### config.mk
export PLATFORM = sky130hd
export DESIGN_NAME = gfd_top
export DESIGN_NICKNAME = d
export VERILOG_FILES = /design/src/design/gfd_persist.v /design/src/design/gfd_tick.v /design/src/design/gfd_top.v
export VERILOG_INCLUDE_DIRS = /design/src /design/src/design
export SDC_FILE = /design/constraint.sdc
export NUM_CORES = 2
export LEC_CHECK = 0
export CAP_MARGIN = 40
export CORE_MARGIN = 8
export CORE_UTILIZATION = 23
export DETAILED_ROUTE_END_ITERATION = 8
export DONT_BUFFER_PORTS = 1
export GPL_TIMING_DRIVEN = 1
export PLACE_DENSITY = 0.34
export SYNTH_ARGS = -nofsm -noshare
export SYNTH_HDL_FRONTEND = slang
export SYNTH_SLANG_ARGS = --single-unit
### constraint.sdc
create_clock -name mclk -period 9.05 [get_ports mclk]
set_clock_uncertainty 0.15 [all_clocks]
set_input_delay 0.905 -clock mclk [delete_from_list [all_inputs] [get_ports mclk]]
set_output_delay 0.905 -clock mclk [all_outputs]
set_load 0.02 [all_outputs]
### src/design/gfd_consts.vh
// Purpose: Constants for the genset fault detector.
// Assumes: 200 MHz mclk, 1 ms timer tick.
// Notes:   Time figures in their own unit, counts derived from them.
`ifndef GFD_CONSTS_VH
`define GFD_CONSTS_VH

// ****************************************
// Clock and tick timing
// ****************************************
`define GFD_CLK_PS        5000
`define GFD_TICK_PS       1000000000
`define GFD_TICK_CYC      (`GFD_TICK_PS / `GFD_CLK_PS)
`define GFD_TICK_MS       1

// ****************************************
// Fixed delays, in ms and in ticks
// ****************************************
`define GFD_ECU_SILENT_MS 3000
`define GFD_BTN_HOLD_MS   5000
`define GFD_ECU_SILENT_TK (`GFD_ECU_SILENT_MS / `GFD_TICK_MS)
`define GFD_BTN_HOLD_TK   (`GFD_BTN_HOLD_MS / `GFD_TICK_MS)

// ****************************************
// Fault vector bit positions
// ****************************************
`define GFD_F_ECU_SILENT  0
`define GFD_F_LOW_CHARGE  1
`define GFD_F_VOLT_UNBAL  2
`define GFD_F_CURR_UNBAL  3
`define GFD_F_OVERCURR    4
`define GFD_F_SPEED_LOSS  5
`define GFD_F_SERVICE     6
`define GFD_F_ECU_LINK    7
`define GFD_F_OVERLOAD    8
`define GFD_F_REV_POWER   9
`define GFD_F_PHASE_ORDER 10
`define GFD_F_MAINS_OPEN  11
`define GFD_F_GEN_CLOSE   12
`define GFD_F_LOCKED      13
`define GFD_F_TOPOLOGY    14
`define GFD_F_EXCITATION  15
`define GFD_NF            16

// Faults that are always load dumps; bits 2..6 follow the action inputs
`define GFD_LD_FIXED      16'hff00
`define GFD_ACT_LSB       2

// ****************************************
// Delay timer indices
// ****************************************
`define GFD_T_ECU         0
`define GFD_T_VU          1
`define GFD_T_CU          2
`define GFD_T_SPD         3
`define GFD_T_OVL         4
`define GFD_T_REV         5
`define GFD_T_MCB         6
`define GFD_T_GCB         7
`define GFD_T_HOLD        8
`define GFD_T_COOL        9
`define GFD_T_BTN         10
`define GFD_NT            11

`endif

### src/design/gfd_persist.v
// Purpose: Persistence timer: fires once a condition held for lim ticks.
// Assumes: tick is a one-cycle pulse.
// Notes:   A limit of zero fires as soon as the condition is seen.
`timescale 1ns/1ps

module gfd_persist (
    // Clock and reset
    input  wire        mclk,
    input  wire        reset,
    // Timing
    input  wire        tick,
    input  wire        cond,
    input  wire [15:0] lim,
    // Result
    output wire        done
);

    reg  [15:0] cnt_q;

    // ****************************************
    // Count ticks while the condition holds
    // ****************************************
    always @(posedge mclk or posedge reset) begin
        if (reset) begin
            cnt_q <= 16'h0;
        end else if (!cond) begin
            cnt_q <= 16'h0;           // Restart on any gap
        end else if (tick && cnt_q < lim) begin
            cnt_q <= cnt_q + 16'h1;
        end
    end

    assign done = cond && (cnt_q >= lim);

endmodule

### src/design/gfd_tick.v
// Purpose: Prescaler giving a one-cycle pulse every millisecond.
// Assumes: TICK_CYCLES is the number of mclk cycles per tick.
// Notes:   Shorten TICK_CYCLES in simulation.
`timescale 1ns/1ps
`include "gfd_consts.vh"

module gfd_tick #(
    parameter TICK_CYCLES = `GFD_TICK_CYC
) (
    // Clock and reset
    input  wire        mclk,
    input  wire        reset,
    // Tick out
    output reg         tick_q
);

    reg  [17:0] cnt_q;

    // ****************************************
    // Free-running divider
    // ****************************************
    always @(posedge mclk or posedge reset) begin
        if (reset) begin
            cnt_q  <= 18'h0;
            tick_q <= 1'b0;
        end else if (cnt_q == TICK_CYCLES[17:0] - 18'h1) begin
            cnt_q  <= 18'h0;
            tick_q <= 1'b1;
        end else begin
            cnt_q  <= cnt_q + 18'h1;
            tick_q <= 1'b0;
        end
    end

endmodule

### src/design/gfd_top.v
// Purpose: Genset fault detector, warnings and load-dump alarms.
// Assumes: Measurements are unsigned and synchronous to mclk;
//          power is signed. Delay limits are in milliseconds.
// Notes:   Alarms latch first-come and clear on alarm_clear.
//
// What this block does
// - Warn after 3 s engine controller silence
// - Silence checked only while fuel is on
// - Warn when charge voltage below limit
// - Running faults wait for holdoff after running
// - Voltage unbalance persisting for fail time
// - Current unbalance persisting, programmable action
// - Overcurrent inverse-time timer raises alarm on expiry
// - Currents back below limit abandon timing
// - Speed below crank cut for loss time
// - Service request when any counter expired
// - Two buttons held 5 s reset counters
// - Warn when engine controller link lost
// - Overload power persisting raises load dump
// - Reverse power persisting raises load dump
// - Reversed phase order, when enabled, dumps load
// - Breaker feedback missing by fail timer alarms
// - Remote lock raises load dump
// - Unknown topology after holdoff raises alarm
// - Excitation drive at limit on load alarms
// - Load dump opens contactor, stops after cooldown
// - First alarm blocks later same-or-lower alarms
`timescale 1ns/1ps
`include "gfd_consts.vh"

module gfd_top #(
    parameter TICK_CYCLES = `GFD_TICK_CYC
) (
    // Clock and reset
    input  wire        mclk,
    input  wire        reset,
    // Engine state
    input  wire        fuel_on,
    input  wire        engine_running,
    // Engine controller link
    input  wire        ecu_msg_rx,
    input  wire        ecu_link_lost,
    // Generator measurements
    input  wire [15:0] volt_l1,
    input  wire [15:0] volt_l2,
    input  wire [15:0] volt_l3,
    input  wire [15:0] curr_l1,
    input  wire [15:0] curr_l2,
    input  wire [15:0] curr_l3,
    input  wire [15:0] power_kw,
    input  wire [15:0] charge_volt,
    input  wire [15:0] pickup_rpm,
    input  wire        phase_reversed,
    // Programmed limits
    input  wire [15:0] charge_low_lim,
    input  wire [15:0] volt_unbal_lim,
    input  wire [15:0] curr_unbal_lim,
    input  wire [15:0] overcurr_lim,
    input  wire [23:0] inverse_time_curve,
    input  wire [15:0] crank_cut_rpm,
    input  wire [15:0] overload_lim,
    input  wire [15:0] rev_power_lim,
    // Programmed delays in ms
    input  wire [15:0] holdoff_ms,
    input  wire [15:0] volt_fail_ms,
    input  wire [15:0] speed_loss_persist_time,
    input  wire [15:0] overload_ms,
    input  wire [15:0] rev_power_ms,
    input  wire [15:0] contactor_fail_ms,
    input  wire [15:0] cooldown_ms,
    // Options; action bits: 1 = load dump, 0 = warning
    input  wire [4:0]  fault_action,
    input  wire        phase_check_en,
    input  wire        topo_auto_en,
    input  wire        topo_identified,
    // Breakers
    input  wire        mains_fb_defined,
    input  wire        mains_open_cmd,
    input  wire        mains_closed_fb,
    input  wire        gen_fb_defined,
    input  wire        gen_close_cmd,
    input  wire        gen_closed_fb,
    // Excitation
    input  wire [7:0]  excitation_drive_output,
    input  wire [7:0]  exc_min,
    input  wire [7:0]  exc_max,
    input  wire        gen_on_load,
    // Service and operator
    input  wire [2:0]  svc_expired,
    input  wire        btn_mute,
    input  wire        btn_lamp_test,
    input  wire        unit_locked,
    input  wire        alarm_clear,
    // Alarm outputs
    output reg  [15:0] warn_flags_q,
    output reg  [15:0] ld_flags_q,
    output reg         warning_lamp_q,
    output reg         alarm_lamp_q,
    output reg         alarm_out_q,
    output reg         contactor_release_q,
    output reg         engine_stop_q,
    output reg         svc_request_q,
    output reg         svc_reset_q,
    output reg         svc_done_msg_q
);

    // ****************************************
    // Helpers
    // ****************************************
    // True when any of three values strays from their mean by more than lim
    function unbal;
        input [15:0] a;
        input [15:0] b;
        input [15:0] c;
        input [15:0] lim;
        reg   [17:0] sum, tl, da, db, dc;
        begin
            sum = {2'b00, a} + {2'b00, b} + {2'b00, c};
            tl  = {2'b00, lim} + {1'b0, lim, 1'b0};
            da  = {2'b00, a} + {1'b0, a, 1'b0};
            db  = {2'b00, b} + {1'b0, b, 1'b0};
            dc  = {2'b00, c} + {1'b0, c, 1'b0};
            da  = (da > sum) ? da - sum : sum - da;
            db  = (db > sum) ? db - sum : sum - db;
            dc  = (dc > sum) ? dc - sum : sum - dc;
            unbal = (da > tl) || (db > tl) || (dc > tl);
        end
    endfunction

    // ****************************************
    // Millisecond tick and delay timers
    // ****************************************
    wire                  tick;
    wire [`GFD_NT-1:0]    t_cond;
    wire [`GFD_NT*16-1:0] t_lim;
    wire [`GFD_NT-1:0]    t_done;
    localparam [15:0] ECU_LIM = `GFD_ECU_SILENT_TK;
    localparam [15:0] BTN_LIM = `GFD_BTN_HOLD_TK;

    gfd_tick #(
        .TICK_CYCLES (TICK_CYCLES)
    ) u_tick (
        .mclk   (mclk),
        .reset  (reset),
        .tick_q (tick)
    );

    genvar gi;
    generate
        for (gi = 0; gi < `GFD_NT; gi = gi + 1) begin : g_tmr
            gfd_persist u_persist (
                .mclk  (mclk),
                .reset (reset),
                .tick  (tick),
                .cond  (t_cond[gi]),
                .lim   (t_lim[gi*16 +: 16]),
                .done  (t_done[gi])
            );
        end
    endgenerate

    // ****************************************
    // Conditions
    // ****************************************
    wire        run_ok;
    wire        oc_any;
    wire [15:0] curr_max;
    wire [15:0] oc_excess;
    wire        pwr_neg;
    wire [15:0] pwr_mag;
    wire        ld_active;
    wire        warn_active;

    // Running faults wait for the holdoff after running
    assign run_ok = t_done[`GFD_T_HOLD];

    assign oc_any = (curr_max > overcurr_lim);
    assign curr_max = (curr_l1 > curr_l2) ?
                      ((curr_l1 > curr_l3) ? curr_l1 : curr_l3) :
                      ((curr_l2 > curr_l3) ? curr_l2 : curr_l3);
    assign oc_excess = oc_any ? curr_max - overcurr_lim : 16'h0;

    assign pwr_neg = power_kw[15];
    assign pwr_mag = pwr_neg ? (16'h0 - power_kw) : power_kw;

    assign ld_active   = |ld_flags_q;
    assign warn_active = |warn_flags_q;

    // Timer conditions
    assign t_cond[`GFD_T_ECU]  = fuel_on && !ecu_msg_rx;
    assign t_cond[`GFD_T_VU]   = run_ok &&
        unbal(volt_l1, volt_l2, volt_l3, volt_unbal_lim);
    assign t_cond[`GFD_T_CU]   = run_ok &&
        unbal(curr_l1, curr_l2, curr_l3, curr_unbal_lim);
    assign t_cond[`GFD_T_SPD]  = fuel_on && (pickup_rpm < crank_cut_rpm);
    assign t_cond[`GFD_T_OVL]  = !pwr_neg && (power_kw > overload_lim);
    assign t_cond[`GFD_T_REV]  = pwr_neg && (pwr_mag > rev_power_lim);
    assign t_cond[`GFD_T_MCB]  = mains_fb_defined && mains_open_cmd && mains_closed_fb;
    assign t_cond[`GFD_T_GCB]  = gen_fb_defined && gen_close_cmd && !gen_closed_fb;
    assign t_cond[`GFD_T_HOLD] = engine_running;
    assign t_cond[`GFD_T_COOL] = ld_active;
    assign t_cond[`GFD_T_BTN]  = btn_mute && btn_lamp_test;

    // Timer limits in ticks
    assign t_lim[`GFD_T_ECU*16 +: 16]  = ECU_LIM;
    assign t_lim[`GFD_T_VU*16 +: 16]   = volt_fail_ms;
    assign t_lim[`GFD_T_CU*16 +: 16]   = volt_fail_ms;
    assign t_lim[`GFD_T_SPD*16 +: 16]  = speed_loss_persist_time;
    assign t_lim[`GFD_T_OVL*16 +: 16]  = overload_ms;
    assign t_lim[`GFD_T_REV*16 +: 16]  = rev_power_ms;
    assign t_lim[`GFD_T_MCB*16 +: 16]  = contactor_fail_ms;
    assign t_lim[`GFD_T_GCB*16 +: 16]  = contactor_fail_ms;
    assign t_lim[`GFD_T_HOLD*16 +: 16] = holdoff_ms;
    assign t_lim[`GFD_T_COOL*16 +: 16] = cooldown_ms;
    assign t_lim[`GFD_T_BTN*16 +: 16]  = BTN_LIM;

    // ****************************************
    // Inverse-time overcurrent accumulator
    // ****************************************
    // Adds the excess each tick, so higher excess expires sooner
    reg  [23:0] oc_acc_q;
    wire [24:0] oc_sum;

    assign oc_sum = {1'b0, oc_acc_q} + {9'h0, oc_excess};

    always @(posedge mclk or posedge reset) begin
        if (reset) begin
            oc_acc_q <= 24'h0;
        end else if (!oc_any) begin
            oc_acc_q <= 24'h0;
        end else if (tick && oc_acc_q < inverse_time_curve) begin
            oc_acc_q <= oc_sum[24] ? 24'hffffff : oc_sum[23:0];
        end
    end

    // ****************************************
    // Fault vector and classification
    // ****************************************
    wire [15:0] flt;
    wire [15:0] ld_mask;
    wire [15:0] ld_new;
    wire [15:0] warn_new;

    assign flt[`GFD_F_ECU_SILENT]  = t_done[`GFD_T_ECU];
    assign flt[`GFD_F_LOW_CHARGE]  = run_ok && (charge_volt < charge_low_lim);
    assign flt[`GFD_F_VOLT_UNBAL]  = t_done[`GFD_T_VU];
    assign flt[`GFD_F_CURR_UNBAL]  = t_done[`GFD_T_CU];
    assign flt[`GFD_F_OVERCURR]    = oc_any && (oc_acc_q >= inverse_time_curve);
    assign flt[`GFD_F_SPEED_LOSS]  = t_done[`GFD_T_SPD];
    assign flt[`GFD_F_SERVICE]     = |svc_expired;
    assign flt[`GFD_F_ECU_LINK]    = ecu_link_lost;
    assign flt[`GFD_F_OVERLOAD]    = t_done[`GFD_T_OVL];
    assign flt[`GFD_F_REV_POWER]   = t_done[`GFD_T_REV];
    assign flt[`GFD_F_PHASE_ORDER] = phase_check_en && phase_reversed;
    assign flt[`GFD_F_MAINS_OPEN]  = t_done[`GFD_T_MCB];
    assign flt[`GFD_F_GEN_CLOSE]   = t_done[`GFD_T_GCB];
    assign flt[`GFD_F_LOCKED]      = unit_locked;
    assign flt[`GFD_F_TOPOLOGY]    = topo_auto_en && run_ok && !topo_identified;
    assign flt[`GFD_F_EXCITATION]  = gen_on_load &&
        ((excitation_drive_output <= exc_min) || (excitation_drive_output >= exc_max));

    // Programmable faults pick their level from the action bits
    assign ld_mask  = `GFD_LD_FIXED | {9'h0, fault_action, 2'b00};
    assign ld_new   = flt & ld_mask;
    assign warn_new = flt & ~ld_mask;

    // ****************************************
    // First-occurring alarm latches
    // ****************************************
    // A new event in the clearing cycle is still caught
    reg  [15:0] ld_d;
    reg  [15:0] warn_d;

    always @* begin
        if (alarm_clear || !ld_active) begin
            ld_d = ld_new;
        end else begin
            ld_d = ld_flags_q;
        end
        if (alarm_clear) begin
            warn_d = (|ld_new) ? 16'h0 : warn_new;
        end else if (ld_active || warn_active) begin
            warn_d = warn_flags_q;
        end else begin
            warn_d = (|ld_new) ? 16'h0 : warn_new;
        end
    end

    always @(posedge mclk or posedge reset) begin
        if (reset) begin
            ld_flags_q   <= 16'h0;
            warn_flags_q <= 16'h0;
        end else begin
            ld_flags_q   <= ld_d;
            warn_flags_q <= warn_d;
        end
    end

    // ****************************************
    // Alarm actions
    // ****************************************
    always @(posedge mclk or posedge reset) begin
        if (reset) begin
            alarm_lamp_q        <= 1'b0;
            warning_lamp_q      <= 1'b0;
            alarm_out_q         <= 1'b0;
            contactor_release_q <= 1'b0;
            engine_stop_q       <= 1'b0;
        end else begin
            alarm_lamp_q        <= |ld_d;
            warning_lamp_q      <= |warn_d;
            alarm_out_q         <= (|ld_d) || (|warn_d);
            contactor_release_q <= |ld_d;
            engine_stop_q       <= t_done[`GFD_T_COOL];
        end
    end

    // ****************************************
    // Service request and counter reset
    // ****************************************
    reg         btn_done_q;

    always @(posedge mclk or posedge reset) begin
        if (reset) begin
            btn_done_q     <= 1'b0;
            svc_reset_q    <= 1'b0;
            svc_done_msg_q <= 1'b0;
            svc_request_q  <= 1'b0;
        end else begin
            btn_done_q     <= t_done[`GFD_T_BTN];
            svc_reset_q    <= t_done[`GFD_T_BTN] && !btn_done_q;
            svc_done_msg_q <= t_done[`GFD_T_BTN];
            svc_request_q  <= |svc_expired;
        end
    end

endmodule

==> Flow_metrics.wiki <==
{| class="wikitable"
! Metric !! Value
|-
| Final critical delay including setup and external delays || 8.55 ns
|-
| Syn Inst Count || 4,846
|-
| Latest clock arrival within the worst-skew pair || 0.61 ns
|-
| Leakage dissipation || around 23 nW
|-
| Worst-case vdd ir drop || between 0.0001 and 0.00015 V
|-
| Wirelength per Cell || 20.6 µm
|-
| # placed instances || 7,324
|-
| Synthesized net count || 6,149
|-
| Maximum clock rate || 117 MHz
|-
| Critical path endpoint category || register
|-
| Vias per cell || 4.69
|-
| # hold bufs at CTS || 0
|-
| Synthesis warning total || 0
|-
| Number of antenna violations at the first check in global routing || 27
|-
| Type of element launching the critical path || input port
|-
| Combinational cell fraction of total power || 0.768
|-
| Most frequently used flop master after synthesis || dfrtp_1
|-
| Root cell of the clock tree || clkbuf_16
|-
| Port Buffers || 0
|-
| Number of standard cells in the final layout excluding fillers || between 7,000 and 8,000
|-
| Cell with the largest stage delay on the worst path || or4_1
|-
| Detailed-placement wirelength estimate || 133,000 µm
|-
| Max-slew violation count || 0
|-
| Crit Path Class || input port to register
|-
| CP bufs+invs || 4
|-
| Worst-path fanout max || 6
|-
| Number of enable flip-flop cells after synthesis || 0
|-
| Flip-flop and latch count after synthesis || 258
|-
| Post-layout nets || 6,350
|-
| Largest stage delay on the critical path || roughly 0.55 ns
|-
| Post-layout utilization of the core || 0.265
|-
| Fin crit share || 0.945
|-
| Area growth from synthesis to layout || 14.5%
|-
| Count of buffers added by post-CTS timing repair for setup || 0
|-
| Gate family responsible for the most delay along the worst path || simple AND/OR/NAND/NOR gates
|-
| Remaining antenna violation count || 0
|-
| Ys async rst share || 1.00
|-
| Maximum level of the CTS H-tree || 1
|-
| DRC marker count from the first detailed-route iteration || 1,678
|-
| Setup violations, final || 0
|-
| Number of resized instances in the post-cts repair step || 0
|-
| Worst-case hold slack || 0.0605 ns
|-
| Fraction of layout cells with a size suffix above 1 || 0.0818
|-
| Number of buffers inserted during clock tree synthesis || 31
|-
| Switching Power || roughly 5.2 mW
|-
| DIE AREA || 186,000 µm²
|-
| Number of global-route vias before repair || 35,451
|-
| Slew margin rel. || 0.393
|-
| Leftover overflow at the end of global routing || 0
|-
| Cell Pwr Density || around 240 nW/µm²
|-
| Critical path data required time || 9.40 ns
|-
| Global-route total usage across every layer || 0.157
|-
| Row Count || 152
|-
| Hold crit path type || input port to async pin
|-
| Dpl ws || -0.323 ns
|-
| TritonCTS clock tree || yes
|-
| DRC errors left || 0
|-
| Starting density of the core || 0.232
|-
| Fraction of power consumed by the clock network || 0.124
|-
| Clock transition at the registers of the reported paths || about 0.070 ns
|-
| PnR Total Power || 10.9 mW
|-
| RSZ-0062 raised after global routing || no
|-
| Sink Count || 258
|-
| Die width || 432 µm
|-
| Final Hold Vio Count || 0
|-
| Height of the die || approximately 430 µm
|-
| Largest net degree at the start of global routing || 92
|-
| Status || finished clean
|-
| Proportion of synthesized chip area in sequential cells || 0.162
|-
| Count of unique library cells instantiated by Yosys || 97
|-
| Core box area || 172,000 µm²
|-
| IO Count || 485
|-
| Cell-internal power || 5.67 mW
|-
| Smallest setup slack after layout || 0.497 ns
|-
| Post-Synthesis Mean Instance Area || 8.21 µm²
|-
| Global-route wire length before repair || 227,000 µm
|-
| Share of power burned in registers || 0.108
|-
| Vias || 34,694
|-
| Final Routed Wirelength || between 150,000 and 200,000 µm
|-
| Data arrival time of the worst path || between 8 and 9 ns
|-
| FILL cells || about 19,000
|-
| Max cap viols || 0
|-
| Clock tree buffer depth || 3
|-
| Total standard cell area after synthesis || 39,800 µm²
|-
| Routability Congestion || a little under 0.9
|-
| Share of total power consumed by net switching || 0.478
|-
| Worst Tran Pin Value || between 0.8 and 0.9 ns
|-
| Detailed Routing Iterations Pass 1 || 6
|}
-- power by group through the flow --
stage / Combinational [mW] / Sequential [mW] / Clock (mW)
after floorplan: 5.59 / 1.19 / 0
after global placement: 8.40 / 1.19 / 0
after detailed placement: 8.32 / 1.19 / 0
after CTS: 8.39 / 1.17 / 1.41
after global routing: 9.34 / 1.17 / 1.44
final: 8.35 / 1.17 / 1.35
-- worst register-to-register path: cells and delay by family (launching register included) --
family          cells  cell delay (ns)
buf+inv             1             0.15
flops               1             0.42
compound gates      7             1.85
simple gates        4             1.12
fa+ha+maj           1             0.30
-- Yosys cell counts (10+ instances only) --
| cell | n | area share |
|---|---|---|
| o211ai_1 | 18 | 0.0034 |
| mux2i_1 | 90 | 0.023 |
| nor4_1 | 20 | 0.0031 |
| o31ai_1 | 17 | 0.0032 |
| o2111ai_1 | 10 | 0.0022 |
| a21oi_1 | 356 | 0.045 |
| nand2b_1 | 36 | 0.0057 |
| nand3_1 | 116 | 0.015 |
| and4_1 | 18 | 0.0040 |
| and3_1 | 49 | 0.0077 |
| inv_1 | 579 | 0.055 |
| maj3_1 | 16 | 0.0040 |
| mux2_2 | 14 | 0.0040 |
| a211oi_1 | 29 | 0.0055 |
| a21o_1 | 252 | 0.048 |
| a31oi_1 | 27 | 0.0042 |
| nand4_1 | 138 | 0.022 |
| o22ai_1 | 11 | 0.0017 |
| xor2_1 | 187 | 0.041 |
| or3_1 | 47 | 0.0074 |
| nand2_1 | 238 | 0.022 |
| a311oi_1 | 22 | 0.0048 |
| nor2b_1 | 65 | 0.010 |
| fa_1 | 56 | 0.028 |
| or4_1 | 10 | 0.0019 |
| or2_2 | 18 | 0.0028 |
| o21ai_0 | 186 | 0.023 |
| o21bai_1 | 76 | 0.014 |
| ha_1 | 802 | 0.25 |
| dfrtp_1 | 258 | 0.16 |
| nor2_1 | 370 | 0.035 |
| clkbuf_1 | 72 | 0.0068 |
| o21a_1 | 78 | 0.015 |
| and2_1 | 45 | 0.0071 |
| xnor2_1 | 242 | 0.053 |
| a21boi_0 | 12 | 0.0023 |
| nor3_1 | 72 | 0.0091 |
| o221a_2 | 16 | 0.0045 |
-- layout by cell type, fill, tap and decap left out, types with 56 or more instances in the layout --
master	Yosys	final
nor2b_1	65	65
inv_1	579	578
xor2_1	187	187
nand4_1	138	138
o21ai_0	186	179
nand2_1	238	237
nor2_1	370	367
buf_4	5	254
nor3_1	72	70
o21a_1	78	78
o21bai_1	76	75
fa_1	56	56
nand3_1	116	116
dfrtp_1	258	258
ha_1	802	802
a21o_1	252	252
xnor2_1	242	242
a21oi_1	356	355
mux2i_1	90	90
-- routing by layer --
metal  global-route usage  routed length [µm]
met4               0.0538                5050
met1                0.196               66600
met5                    0                  14
met2                0.283               76400
met3               0.0126                4400
-- registers in the layout (all words and copies together), names as in the netlist, 16 cells and up --
register and cells:
g_tmr.u_persist.cnt_q 176, ld_flags_q 16, oc_acc_q 24, warn_flags_q 16, u_tick.cnt_q 18
-- per-stage QoR --
step	instance area (µm²)	TNS, ns
after CTS	45400	0
after detailed placement	44300	-2.38
after floorplan	39800	0
final	45500	0
after global routing	45500	0
after global placement	44300	-1.92
-- layout make-up --
cell class	instances	area (µm²)	area share
multi-input cells	3914	30800	0.677
flip-flops and latches	258	6460	0.142
well taps	2310	2890	0.0635
inverters	579	2180	0.0479
repair buffers	263	2040	0.0448
clock buffers	42	887	0.0195
clock inverters	16	189	0.00415
diodes	17	42.5	0.000934
-- path summary, 6_finish.rpt --
kind / startpoint / end / slack [ns] / cells past startpoint
min in group mclk: alarm_clear / ld_flags_q[1]$_DFF_PP0_ / 0.22 / 1
setup / recovery: curr_l1[1] / warn_flags_q[7]$_DFF_PP0_ / 0.50 / 33
max in group asynchronous: reset / oc_acc_q[3]$_DFFE_PP0P_ / 7.32 / 2
setup reg to reg: g_tmr[4].u_persist.cnt_q[5]$_DFFE_PP0P_ / alarm_out_q$_DFF_PP0_ / 4.94 / 13
hold reg to reg: u_tick.cnt_q[0]$_DFF_PP0_ / u_tick.cnt_q[0]$_DFF_PP0_ / 0.31 / 1
hold / removal: reset / g_tmr[5].u_persist.cnt_q[15]$_DFFE_PP0P_ / 0.06 / 1
-- logic make-up after synthesis --
logic type | count (synthesis) | synth area share
multiplexers | 106 | 0.0274
AND/OR/NAND/NOR | 1260 | 0.157
buffers and inverters | 674 | 0.0649
flip-flops | 258 | 0.162
XOR/XNOR | 431 | 0.0954
AO/OA/AOI/OAI | 1243 | 0.209
adder cells (fa/ha/maj) | 874 | 0.285
Power figures use the tool's default switching activity.
